File: src/hw/xfer_ctrl_pkg.sv
// package for the event triggered transfer controller
// assumes a 32-bit memory bus and an axi4-lite register port
package xfer_ctrl_pkg;
  // register indexes, byte address is four times the index
  localparam logic [23:0] VECTOR_BASE_IDX = 24'hfffd80;
  localparam logic [23:0] SYSTEM_CONTROL_IDX = 24'hfffdc2;
  localparam logic [23:0] MODULE_STOP_A_IDX = 24'hfffdc8;
  localparam logic [23:0] TRANSFER_CONTROL_IDX = 24'hffff30;
  localparam logic [23:0] STATUS_IDX = 24'hffff34;
  // info layout indexes in memory (not reachable by the cpu)
  localparam logic [23:0] TRANSFER_MODE_A_IDX = 24'hff5000;
  localparam logic [23:0] SOURCE_POINTER_IDX = 24'hff5001;
  localparam logic [23:0] TRANSFER_MODE_B_IDX = 24'hff5004;
  localparam logic [23:0] DESTINATION_POINTER_IDX = 24'hff5005;
  // reset values and write masks
  localparam logic [31:0] VECTOR_BASE_RST = 32'h00000000;
  localparam logic [31:0] VECTOR_BASE_MASK = 32'h0ffff000;
  localparam logic [15:0] SYSTEM_CONTROL_RST = 16'h0000;
  localparam logic [15:0] MODULE_STOP_A_RST = 16'h0000;
  localparam logic [7:0] TRANSFER_CONTROL_RST = 8'h00;
  // field positions
  localparam int SHORT_ADDR_SELECT_BIT = 1;
  localparam int CONTROLLER_STOP_BIT = 12;
  localparam int INFO_READ_SKIP_BIT = 4;
  localparam int CHAIN_AFTER_RELOAD_BIT = 3;
  localparam int CHAIN_ENABLE_BIT = 7;
  localparam int CHAIN_CONDITION_BIT = 6;
  localparam int PER_TRANSFER_IRQ_BIT = 5;
  localparam int AREA_SIDE_SELECT_BIT = 4;
  // info words per channel
  localparam logic [2:0] INFO_WORDS_SHORT = 3'd3;
  localparam logic [2:0] INFO_WORDS_FULL = 3'd5;
  // transfer modes, sizes and pointer steps
  localparam logic [1:0] MODE_NORMAL = 2'b00;
  localparam logic [1:0] MODE_REPEAT = 2'b01;
  localparam logic [1:0] MODE_BLOCK = 2'b10;
  localparam logic [1:0] SIZE_BYTE = 2'b00;
  localparam logic [1:0] SIZE_WORD = 2'b01;
  localparam logic [1:0] STEP_INC = 2'b10;
  localparam logic [1:0] STEP_DEC = 2'b11;
  // axi responses
  localparam logic [1:0] RESP_OKAY = 2'b00;
  localparam logic [1:0] RESP_SLVERR = 2'b10;

  typedef enum logic [2:0] {
    ST_IDLE = 3'b000,
    ST_VEC = 3'b001,
    ST_INFO = 3'b011,
    ST_XRD = 3'b010,
    ST_XWR = 3'b110,
    ST_WB = 3'b111,
    ST_DONE = 3'b101
  } state_t;

  // memory bus request, held until acknowledged
  typedef struct packed {
    logic req;
    logic we;
    logic [1:0] size;
    logic [31:0] addr;
    logic [31:0] wdata;
  } mem_req_t;

  // activation source event towards interrupt logic
  typedef struct packed {
    logic valid;
    logic [7:0] vector;
  } vec_evt_t;
endpackage : xfer_ctrl_pkg

File: src/hw/event_triggered_transfer_ctrl.sv
// event triggered transfer controller: fetch, move, write back, chain
// assumes activation and memory ports come from logic on i_ref_clk
//
// What this block does
// - mode word a bits 7:6 give transfer mode; 10 means block mode
// - mode word a bits 5:4 give unit size; 00 means one byte
// - mode word a bits 3:2 step the source pointer; 10 increments
// - mode word b bit 7 enables a chained transfer
// - mode word b bit 6 clear chains every time, but after a repeat reload only if allowed
// - mode word b bit 5 set raises cpu interrupt after every transfer that does not chain
// - mode word b bit 4 clear makes destination the block/repeat area
// - same vector and read skip set: skip vector and info fetch
// - after a chained activation, vector and info are always fetched
// - repeat mode reloads counter at zero; chain there only if allowed
// - short address mode sign-extends destination pointer from bit 23
// - vector base bits 31:28 and 11:0 stay zero; base of table
// - vector base resets to zero
// - system control bit 1 selects short address mode
// - module stop bit 12 blocks new activations while set
// - mode words, pointers and counters live in memory only
// - block end restores the down counter and the block area pointer
// - block counter zero clears source enable, then interrupts cpu
// - block mode splits first counter into size and down counter
// - info is read from memory, then written back after moving
//
// The AXI4-Lite register port was chosen for this implementation.
module event_triggered_transfer_ctrl
  import xfer_ctrl_pkg::*;
(
  input wire logic i_ref_clk, // system clock, 50 mhz
  input wire logic i_resetn, // synchronous reset, active low
  input wire logic [25:0] i_s_axi_awaddr, // write address
  input wire logic i_s_axi_awvalid, // write address valid
  output logic o_s_axi_awready, // write address ready
  input wire logic [31:0] i_s_axi_wdata, // write data
  input wire logic [3:0] i_s_axi_wstrb, // write byte strobes
  input wire logic i_s_axi_wvalid, // write data valid
  output logic o_s_axi_wready, // write data ready
  output logic [1:0] o_s_axi_bresp, // write response
  output logic o_s_axi_bvalid, // write response valid
  input wire logic i_s_axi_bready, // write response ready
  input wire logic [25:0] i_s_axi_araddr, // read address
  input wire logic i_s_axi_arvalid, // read address valid
  output logic o_s_axi_arready, // read address ready
  output logic [31:0] o_s_axi_rdata, // read data
  output logic [1:0] o_s_axi_rresp, // read response
  output logic o_s_axi_rvalid, // read data valid
  input wire logic i_s_axi_rready, // read data ready
  input wire logic i_act_req, // activation request level
  input wire logic [7:0] i_act_vector, // vector of the request
  output logic o_act_ack, // request taken, one cycle
  output vec_evt_t o_enable_clear, // clear source enable bit
  output vec_evt_t o_cpu_irq, // cpu interrupt request pulse
  output mem_req_t o_mem, // memory request, held to ack
  input wire logic i_mem_ack, // memory acknowledge pulse
  input wire logic [31:0] i_mem_rdata // read data, valid with ack
);

  // pointer step by unit size and step mode
  function automatic logic [31:0] step_ptr(input logic [31:0] p,
      input logic [1:0] md, input logic [1:0] sz);
    logic [31:0] n;
    n = (sz == SIZE_BYTE) ? 32'h1 : (sz == SIZE_WORD) ? 32'h2 : 32'h4;
    if (md == STEP_INC) begin
      step_ptr = p + n;
    end else if (md == STEP_DEC) begin
      step_ptr = p - n;
    end else begin
      step_ptr = p;
    end
  endfunction : step_ptr

  // short address mode pointer form
  function automatic logic [31:0] sx24(input logic [23:0] v);
    sx24 = {{8{v[23]}}, v};
  endfunction : sx24

  // register file and bus slave state
  logic [31:0] vbr_q, vbr_d;
  logic [15:0] sysc_q, sysc_d;
  logic [15:0] mstp_q, mstp_d;
  logic [7:0] tctl_q, tctl_d;
  logic aw_have_q, aw_have_d, w_have_q, w_have_d;
  logic [23:0] aw_idx_q, aw_idx_d;
  logic [31:0] w_data_q, w_data_d;
  logic [3:0] w_strb_q, w_strb_d;
  logic awrdy_q, awrdy_d, wrdy_q, wrdy_d;
  logic bvalid_q, bvalid_d, arrdy_q, arrdy_d, rvalid_q, rvalid_d;
  logic [1:0] bresp_q, bresp_d, rresp_q, rresp_d;
  logic [31:0] rdata_q, rdata_d;

  // transfer engine state
  state_t st_q, st_d;
  logic [7:0] mra_q, mra_d, mrb_q, mrb_d;
  logic [31:0] sar_q, sar_d, dar_q, dar_d, sar0_q, sar0_d, dar0_q, dar0_d;
  logic [15:0] cra_q, cra_d, crb_q, crb_d;
  logic [31:0] info_q, info_d, data_q, data_d;
  logic [2:0] widx_q, widx_d;
  logic [7:0] vec_q, vec_d, last_vec_q, last_vec_d;
  logic info_ok_q, info_ok_d, chained_q, chained_d;
  logic last_chain_q, last_chain_d, reload_q, reload_d, end_q, end_d;
  logic ack_q, ack_d;
  vec_evt_t clr_q, clr_d, irq_q, irq_d;
  mem_req_t mem_q, mem_d;

  logic short_mode, stopped, skip, chain_go;
  logic [2:0] nwords;
  logic [31:0] wb_word, upd;

  assign short_mode = sysc_q[SHORT_ADDR_SELECT_BIT];
  assign stopped = mstp_q[CONTROLLER_STOP_BIT];
  assign nwords = short_mode ? INFO_WORDS_SHORT : INFO_WORDS_FULL;
  // skip fetch only for a repeated vector after a non-chained run
  assign skip = tctl_q[INFO_READ_SKIP_BIT] && info_ok_q &&
                (i_act_vector == last_vec_q) && !last_chain_q;
  // chain when enabled, unconditional or at count end, and not after a reload unless allowed
  assign chain_go = mrb_q[CHAIN_ENABLE_BIT] &&
                    (!mrb_q[CHAIN_CONDITION_BIT] || end_q) &&
                    (!reload_q || tctl_q[CHAIN_AFTER_RELOAD_BIT]);

  // info word written back at index widx_q
  always_comb begin
    wb_word = {cra_q, crb_q};
    if (short_mode) begin
      unique case (widx_q)
        3'd0: wb_word = {mra_q, sar_q[23:0]};
        3'd1: wb_word = {mrb_q, dar_q[23:0]};
        default: wb_word = {cra_q, crb_q};
      endcase
    end else begin
      unique case (widx_q)
        3'd0: wb_word = {mra_q, 24'h000000};
        3'd1: wb_word = sar_q;
        3'd2: wb_word = {mrb_q, 24'h000000};
        3'd3: wb_word = dar_q;
        default: wb_word = {cra_q, crb_q};
      endcase
    end
  end

  // bus slave next state, register writes and reads
  always_comb begin
    vbr_d = vbr_q;
    sysc_d = sysc_q;
    mstp_d = mstp_q;
    tctl_d = tctl_q;
    aw_have_d = aw_have_q;
    w_have_d = w_have_q;
    aw_idx_d = aw_idx_q;
    w_data_d = w_data_q;
    w_strb_d = w_strb_q;
    bvalid_d = bvalid_q;
    bresp_d = bresp_q;
    arrdy_d = arrdy_q;
    rvalid_d = rvalid_q;
    rresp_d = rresp_q;
    rdata_d = rdata_q;
    upd = 32'h0;
    if (awrdy_q && i_s_axi_awvalid) begin
      aw_have_d = 1'b1;
      aw_idx_d = i_s_axi_awaddr[25:2];
    end
    if (wrdy_q && i_s_axi_wvalid) begin
      w_have_d = 1'b1;
      w_data_d = i_s_axi_wdata;
      w_strb_d = i_s_axi_wstrb;
    end
    if (bvalid_q && i_s_axi_bready) begin
      bvalid_d = 1'b0;
    end
    if (aw_have_q && w_have_q && !bvalid_q) begin
      aw_have_d = 1'b0;
      w_have_d = 1'b0;
      bvalid_d = 1'b1;
      bresp_d = RESP_OKAY;
      for (int b = 0; b < 4; b++) begin
        upd[8*b +: 8] = w_strb_q[b] ? w_data_q[8*b +: 8] : 8'h00;
      end
      unique case (aw_idx_q)
        VECTOR_BASE_IDX: begin
          for (int b = 0; b < 4; b++) begin
            if (w_strb_q[b]) begin
              vbr_d[8*b +: 8] = upd[8*b +: 8];
            end
          end
          vbr_d = vbr_d & VECTOR_BASE_MASK;
        end
        SYSTEM_CONTROL_IDX: begin
          if (w_strb_q[0]) sysc_d[7:0] = upd[7:0];
          if (w_strb_q[1]) sysc_d[15:8] = upd[15:8];
        end
        MODULE_STOP_A_IDX: begin
          if (w_strb_q[0]) mstp_d[7:0] = upd[7:0];
          if (w_strb_q[1]) mstp_d[15:8] = upd[15:8];
        end
        TRANSFER_CONTROL_IDX: begin
          if (w_strb_q[0]) tctl_d = upd[7:0];
        end
        STATUS_IDX: bresp_d = RESP_OKAY;
        default: bresp_d = RESP_SLVERR;
      endcase
    end
    awrdy_d = !aw_have_d && !bvalid_d;
    wrdy_d = !w_have_d && !bvalid_d;
    // reads; the info words are not in this map
    if (rvalid_q && i_s_axi_rready) begin
      rvalid_d = 1'b0;
      arrdy_d = 1'b1;
    end
    if (arrdy_q && i_s_axi_arvalid) begin
      arrdy_d = 1'b0;
      rvalid_d = 1'b1;
      rresp_d = RESP_OKAY;
      unique case (i_s_axi_araddr[25:2])
        VECTOR_BASE_IDX: rdata_d = vbr_q;
        SYSTEM_CONTROL_IDX: rdata_d = {16'h0000, sysc_q};
        MODULE_STOP_A_IDX: rdata_d = {16'h0000, mstp_q};
        TRANSFER_CONTROL_IDX: rdata_d = {24'h000000, tctl_q};
        STATUS_IDX: rdata_d = {12'h000, 1'b0, st_q, last_vec_q,
                               info_ok_q, last_chain_q, 6'h00};
        default: begin
          rdata_d = 32'h0;
          rresp_d = RESP_SLVERR;
        end
      endcase
    end
  end

  // engine next state
  always_comb begin
    st_d = st_q;
    mra_d = mra_q;
    mrb_d = mrb_q;
    sar_d = sar_q;
    dar_d = dar_q;
    sar0_d = sar0_q;
    dar0_d = dar0_q;
    cra_d = cra_q;
    crb_d = crb_q;
    info_d = info_q;
    data_d = data_q;
    widx_d = widx_q;
    vec_d = vec_q;
    last_vec_d = last_vec_q;
    info_ok_d = info_ok_q;
    chained_d = chained_q;
    last_chain_d = last_chain_q;
    reload_d = reload_q;
    end_d = end_q;
    ack_d = 1'b0;
    clr_d = '0;
    irq_d = '0;
    mem_d = mem_q;
    unique case (st_q)
      ST_IDLE: begin
        if (i_act_req && !stopped) begin
          ack_d = 1'b1;
          vec_d = i_act_vector;
          chained_d = 1'b0;
          reload_d = 1'b0;
          end_d = 1'b0;
          if (skip) begin
            st_d = ST_XRD;
            mem_d = '{1'b1, 1'b0, mra_q[5:4], sar_q, 32'h0};
          end else begin
            st_d = ST_VEC;
            mem_d = '{1'b1, 1'b0, 2'b10,
                      vbr_q + {22'h0, i_act_vector, 2'b00}, 32'h0};
          end
        end
      end
      ST_VEC: begin
        if (i_mem_ack) begin
          info_d = i_mem_rdata;
          widx_d = 3'd0;
          st_d = ST_INFO;
          mem_d = '{1'b1, 1'b0, 2'b10, i_mem_rdata, 32'h0};
        end
      end
      ST_INFO: begin
        if (i_mem_ack) begin
          if (short_mode) begin
            unique case (widx_q)
              3'd0: begin
                mra_d = i_mem_rdata[31:24];
                sar_d = sx24(i_mem_rdata[23:0]);
              end
              3'd1: begin
                mrb_d = i_mem_rdata[31:24];
                dar_d = sx24(i_mem_rdata[23:0]);
              end
              default: {cra_d, crb_d} = i_mem_rdata;
            endcase
          end else begin
            unique case (widx_q)
              3'd0: mra_d = i_mem_rdata[31:24];
              3'd1: sar_d = i_mem_rdata;
              3'd2: mrb_d = i_mem_rdata[31:24];
              3'd3: dar_d = i_mem_rdata;
              default: {cra_d, crb_d} = i_mem_rdata;
            endcase
          end
          sar0_d = sar_d;
          dar0_d = dar_d;
          if (widx_q == nwords - 3'd1) begin
            info_ok_d = 1'b1;
            st_d = ST_XRD;
            mem_d = '{1'b1, 1'b0, mra_d[5:4], sar_d, 32'h0};
          end else begin
            widx_d = widx_q + 3'd1;
            mem_d.addr = mem_q.addr + 32'h4;
          end
        end
      end
      ST_XRD: begin
        if (i_mem_ack) begin
          data_d = i_mem_rdata;
          st_d = ST_XWR;
          mem_d = '{1'b1, 1'b1, mra_q[5:4], dar_q, i_mem_rdata};
        end
      end
      ST_XWR: begin
        if (i_mem_ack) begin
          sar_d = step_ptr(sar_q, mra_q[3:2], mra_q[5:4]);
          dar_d = step_ptr(dar_q, mrb_q[3:2], mra_q[5:4]);
          mem_d = '{1'b1, 1'b0, mra_q[5:4], sar_d, 32'h0};
          st_d = ST_WB;
          unique case (mra_q[7:6])
            MODE_BLOCK: begin
              cra_d[7:0] = cra_q[7:0] - 8'h1;
              if (cra_d[7:0] == 8'h00) begin
                cra_d[7:0] = cra_q[15:8];
                if (mrb_q[AREA_SIDE_SELECT_BIT]) begin
                  sar_d = sar0_q;
                end else begin
                  dar_d = dar0_q;
                end
                crb_d = crb_q - 16'h1;
                end_d = (crb_d == 16'h0000);
              end else begin
                st_d = ST_XRD;
              end
            end
            MODE_REPEAT: begin
              cra_d[7:0] = cra_q[7:0] - 8'h1;
              if (cra_d[7:0] == 8'h00) begin
                cra_d[7:0] = cra_q[15:8];
                reload_d = 1'b1;
                if (mrb_q[AREA_SIDE_SELECT_BIT]) begin
                  sar_d = sar0_q;
                end else begin
                  dar_d = dar0_q;
                end
              end
            end
            default: begin
              cra_d = cra_q - 16'h1;
              end_d = (cra_d == 16'h0000);
            end
          endcase
          if (st_d == ST_WB) begin
            widx_d = 3'd0;
            mem_d = '{1'b0, 1'b1, 2'b10, info_q, 32'h0};
          end
        end
      end
      ST_WB: begin
        mem_d.wdata = wb_word;
        mem_d.req = !i_mem_ack; // settle wdata first
        if (i_mem_ack) begin
          if (widx_q == nwords - 3'd1) begin
            mem_d.req = 1'b0;
            if (chain_go) begin
              chained_d = 1'b1;
              reload_d = 1'b0;
              end_d = 1'b0;
              widx_d = 3'd0;
              info_d = info_q + {27'h0, nwords, 2'b00};
              st_d = ST_INFO;
              mem_d = '{1'b1, 1'b0, 2'b10,
                        info_q + {27'h0, nwords, 2'b00}, 32'h0};
            end else begin
              st_d = ST_DONE;
              clr_d = '{end_q, vec_q};
            end
          end else begin
            widx_d = widx_q + 3'd1;
            mem_d.addr = mem_q.addr + 32'h4;
          end
        end
      end
      ST_DONE: begin
        irq_d = '{end_q || mrb_q[PER_TRANSFER_IRQ_BIT], vec_q};
        last_vec_d = vec_q;
        last_chain_d = chained_q;
        st_d = ST_IDLE;
      end
      default: begin
        st_d = ST_IDLE;
        mem_d = '0;
      end
    endcase
  end

  // registers of both groups
  always_ff @(posedge i_ref_clk) begin
    if (!i_resetn) begin
      vbr_q <= VECTOR_BASE_RST;
      sysc_q <= SYSTEM_CONTROL_RST;
      mstp_q <= MODULE_STOP_A_RST;
      tctl_q <= TRANSFER_CONTROL_RST;
      aw_have_q <= 1'b0;
      w_have_q <= 1'b0;
      aw_idx_q <= 24'h0;
      w_data_q <= 32'h0;
      w_strb_q <= 4'h0;
      awrdy_q <= 1'b0;
      wrdy_q <= 1'b0;
      bvalid_q <= 1'b0;
      bresp_q <= RESP_OKAY;
      arrdy_q <= 1'b0;
      rvalid_q <= 1'b0;
      rresp_q <= RESP_OKAY;
      rdata_q <= 32'h0;
      st_q <= ST_IDLE;
      mra_q <= 8'h0;
      mrb_q <= 8'h0;
      sar_q <= 32'h0;
      dar_q <= 32'h0;
      sar0_q <= 32'h0;
      dar0_q <= 32'h0;
      cra_q <= 16'h0;
      crb_q <= 16'h0;
      info_q <= 32'h0;
      data_q <= 32'h0;
      widx_q <= 3'd0;
      vec_q <= 8'h0;
      last_vec_q <= 8'h0;
      info_ok_q <= 1'b0;
      chained_q <= 1'b0;
      last_chain_q <= 1'b0;
      reload_q <= 1'b0;
      end_q <= 1'b0;
      ack_q <= 1'b0;
      clr_q <= '0;
      irq_q <= '0;
      mem_q <= '0;
    end else begin
      vbr_q <= vbr_d;
      sysc_q <= sysc_d;
      mstp_q <= mstp_d;
      tctl_q <= tctl_d;
      aw_have_q <= aw_have_d;
      w_have_q <= w_have_d;
      aw_idx_q <= aw_idx_d;
      w_data_q <= w_data_d;
      w_strb_q <= w_strb_d;
      awrdy_q <= awrdy_d;
      wrdy_q <= wrdy_d;
      bvalid_q <= bvalid_d;
      bresp_q <= bresp_d;
      arrdy_q <= arrdy_d || (!rvalid_d && !arrdy_q && !rvalid_q);
      rvalid_q <= rvalid_d;
      rresp_q <= rresp_d;
      rdata_q <= rdata_d;
      st_q <= st_d;
      mra_q <= mra_d;
      mrb_q <= mrb_d;
      sar_q <= sar_d;
      dar_q <= dar_d;
      sar0_q <= sar0_d;
      dar0_q <= dar0_d;
      cra_q <= cra_d;
      crb_q <= crb_d;
      info_q <= info_d;
      data_q <= data_d;
      widx_q <= widx_d;
      vec_q <= vec_d;
      last_vec_q <= last_vec_d;
      info_ok_q <= info_ok_d;
      chained_q <= chained_d;
      last_chain_q <= last_chain_d;
      reload_q <= reload_d;
      end_q <= end_d;
      ack_q <= ack_d;
      clr_q <= clr_d;
      irq_q <= irq_d;
      mem_q <= mem_d;
    end
  end

  // outputs straight from flops
  assign o_s_axi_awready = awrdy_q;
  assign o_s_axi_wready = wrdy_q;
  assign o_s_axi_bvalid = bvalid_q;
  assign o_s_axi_bresp = bresp_q;
  assign o_s_axi_arready = arrdy_q;
  assign o_s_axi_rvalid = rvalid_q;
  assign o_s_axi_rresp = rresp_q;
  assign o_s_axi_rdata = rdata_q;
  assign o_act_ack = ack_q;
  assign o_enable_clear = clr_q;
  assign o_cpu_irq = irq_q;
  assign o_mem = mem_q;

endmodule : event_triggered_transfer_ctrl

File: config.mk
export PLATFORM = sky130hd
export DESIGN_NAME = event_triggered_transfer_ctrl
export DESIGN_NICKNAME = d
export VERILOG_FILES = /design/src/hw/xfer_ctrl_pkg.sv /design/src/hw/event_triggered_transfer_ctrl.sv
export SDC_FILE = /design/constraint.sdc
export NUM_CORES = 2
export LEC_CHECK = 0
export BUFFER_PORTS_ARGS = -buffer_cell sky130_fd_sc_hd__buf_2
export CAP_MARGIN = 30
export CORE_UTILIZATION = 38
export CTS_CLUSTER_DIAMETER = 150
export DETAILED_ROUTE_END_ITERATION = 10
export MAX_ROUTING_LAYER = met4
export SYNTH_ARGS = -nofsm -noshare
export SYNTH_HDL_FRONTEND = slang
export SYNTH_SLANG_ARGS = --single-unit
File: constraint.sdc
create_clock -name i_ref_clk -period 3.45 [get_ports i_ref_clk]
set_input_delay 0.1725 -clock i_ref_clk [delete_from_list [all_inputs] [get_ports i_ref_clk]]
set_output_delay 0.1725 -clock i_ref_clk [all_outputs]
set_load 0.005 [all_outputs]
==> results.tsv <==
metric	value	unit
run_status	complete, but fails checks	
violations	DRC	
worstHoldPathType	in2reg	
postCtsSetupBuffers	0	
avgSynthCellArea	7.58	µm²
grt_max_degree	107	
drt-wirelength-per-cell	25.6	µm
drt_iter0_markers	3975	
ys_seq_elements	471	
dr.pass1.iters	11	
syn_inst	3728	
grt_pass1_vias	28394	
ys_seq_area_share	33.4	%
drt_wl_total	127000	µm
worst-path-max-fanout	11	
numPortBuffers	250	
pwr_density_cell	493	mW/mm²
drc_errors	11	
tightest_slew	1.05	ns
grt_usage	33.5	%
netlist_area	0.0283	mm²
nets	4118	
worstSetupStartpointType	register	
ys_types	103	
dpl.hpwl	92100	µm
cts_tree	built	
clk_latency	0.66	ns
relSlewSlack	29.8	%
fp-row-count	99	
ys.flop_type	dfxtp_1	
antenna_found_initial	2	
finClkSkew	0.0629	ns
synth_async_sr_flop_share	0	%
grt_pass1_wl	187000	µm
critPathSlowestCell	a2111oi_0	
drv_cap	0	
clockBufferDepth	3	
cts_inserted_buffers	55	
ctsHtreeMaxLevel	2	
min_period	3.40	ns
crit_chain	ha_1, or3b_2, nor3_2, a22o_2, a21o_2, o21ai_0, a2111oi_0, buf_4, o2bb2ai_1	
gp_congestion	1.01	
tns	0	ns
fp.dieW	275	µm
grt-ovfl-total	0	
rsz0062_at_grt	no	
worstPathRequired	4.00	ns
max_freq	0.294	GHz
p_leak	12.5	nW
worst-setup-path-type	reg2reg	
clk_pin_slew	0.06	ns
drive_gt1_share	15.7	%
critPathMaxStageDelay	0.85	ns
synth_warnings	0	
syn_to_final_growth	19.3	%
initial_core_util	38.5	%
cp-end-kind	register	
vias_per_cell	6.26	
clockRootBuffer	clkbuf_16	
detail-route-antenna-nets	0	
synth-edff-count	0	
coreArea	0.0733	mm²
ios	265	
slew_violations	0	
vdd_drop_max	0.000397	V
setup_viol	0	
vias	30982	
whs	0.0453	ns
cts.sinks	471	
dieArea	0.0755	mm²
die_h	275	µm
finalHoldViolCount	0	
arrival	3.95	ns
finalPower	16.6	mW
period_share	98.5	%
[final timing paths]
check                          from                 to  slack, ns  cells after the start
setup reg to reg           cra_q[0]          o_mem[32]       0.05                      9
hold / removal    i_s_axi_araddr[4]   o_s_axi_rdata[7]       0.05                      5
hold reg to reg   o_s_axi_rdata[12]  o_s_axi_rdata[12]       0.44                      2
setup / recovery           cra_q[0]          o_mem[32]       0.05                      9
[cell usage after synthesis, types with 43 or more instances]
master    number  area share, %
xnor2_1       64            2.0
clkbuf_1     277            3.7
inv_1         56           0.74
a31oi_1       58            1.3
o221ai_1      53            1.6
nor4_1        43           0.95
nand3_1       99            1.8
a221oi_1      47            1.5
mux2i_1      130            4.6
o21ai_0      166            2.9
o22ai_1       46            1.0
nand2_1      573            7.6
buf_2         59            1.0
dfxtp_1      471             33
a21oi_1      310            5.5
nor2_1       352            4.7
a22oi_1       86            2.3
nor3_1        69            1.2
[layer usage]
layer | global-route usage (%) | part of all wire, % | up-vias | wire length [µm]
met2 | 50.2 | 44 | 1666 | 55200
met3 | 6.23 | 9.9 | 302 | 12500
li1 | - | - | 14090 | -
met4 | 14.3 | 4.8 | 0 | 6030
met5 | - | 0 | - | 0
met1 | 43.9 | 42 | 14924 | 53000
[final cells by class]
cell class                      count  area (µm²)
Antenna cell                        1        2.50
Clock buffer                       75        1590
Clock inverter                     25         340
Fill cell                        7391       39600
Inverter                           57         221
Multi-Input combinational cell   2830       17200
Sequential cell                   471        9430
Tap cell                          959        1200
Timing Repair Buffer              534        3760
[worst max-delay path: cells and delay by family (launching register included)]
family / cells / cell delay (ns)
adders and majority gates: 1 / 0.22
and+or+nand+nor: 2 / 0.67
DFF: 1 / 0.59
AOI/OAI and AO/OA: 5 / 1.60
buffers and inverters: 1 / 0.24
[report_power, final]
group / leakage [nW] / switching (mW) / internal [mW]
Combinational: 7.73 / 2.71 / 1.42
Sequential: 3.81 / 0.509 / 5.77
Clock: 0.946 / 2.59 / 3.62
[sequential cells by signal, indices dropped and copies added, names as in the netlist, 16 cells and up]
signal	count
o_mem	68
dar0_q	32
dar_q	32
info_q	32
sar0_q	32
sar_q	32
o_s_axi_rdata	28
w_data_q	28
aw_idx_q	24
cra_q	16
crb_q	16
mstp_q	16
sysc_q	16
vbr_q	16
[per-stage QoR]
| stage | cell area (µm²) | util, % | instances | setup slack [ns] |
|---|---|---|---|---|
| final | 33700 | 46.0 | 4952 | 0.0511 |
| after detailed placement | 30900 | 42.1 | 4759 | 0.0500 |
| after CTS | 33700 | 46.0 | 4951 | 0.0883 |
| after floorplan | 28300 | - | 3733 | 0.548 |
| after global placement | 30800 | 42.1 | 4757 | 0.0600 |
| after global routing | 33700 | 46.0 | 4952 | 0.0310 |
[cells by family (layout without fill, tap and decap cells)]
logic type / after synthesis / after routing / synth area share [%]
fa+ha+maj: 32 / 32 / 1.55
buf+inv: 432 / 691 / 6.25
mux: 133 / 133 / 4.72
simple gates: 1412 / 1412 / 23.3
xor+xnor: 102 / 102 / 3.16
other cells: 1 / 7 / 0.0133
flops: 471 / 471 / 33.4
compound gates: 1145 / 1145 / 27.6
[placed cells by master, fill, tap and decap left out, types with 92 or more instances in the layout]
master,instances
dfxtp_1,470
buf_2,249
a21oi_1,308
nand3_1,97
nand2_1,573
o21ai_0,166
mux2i_1,130
dlygate4sd3_1,92
nor2_1,348
buf_4,181
[what timing repair did]
action | 4_1_cts | 5_1_grt
hold buffers | 92 | 0
setup endpoints to repair | 0 | 0
resized for setup | 0 | 0
endpoints found under the hold margin | 98 | 0
Note: power is estimated with default switching activity, not from simulation.
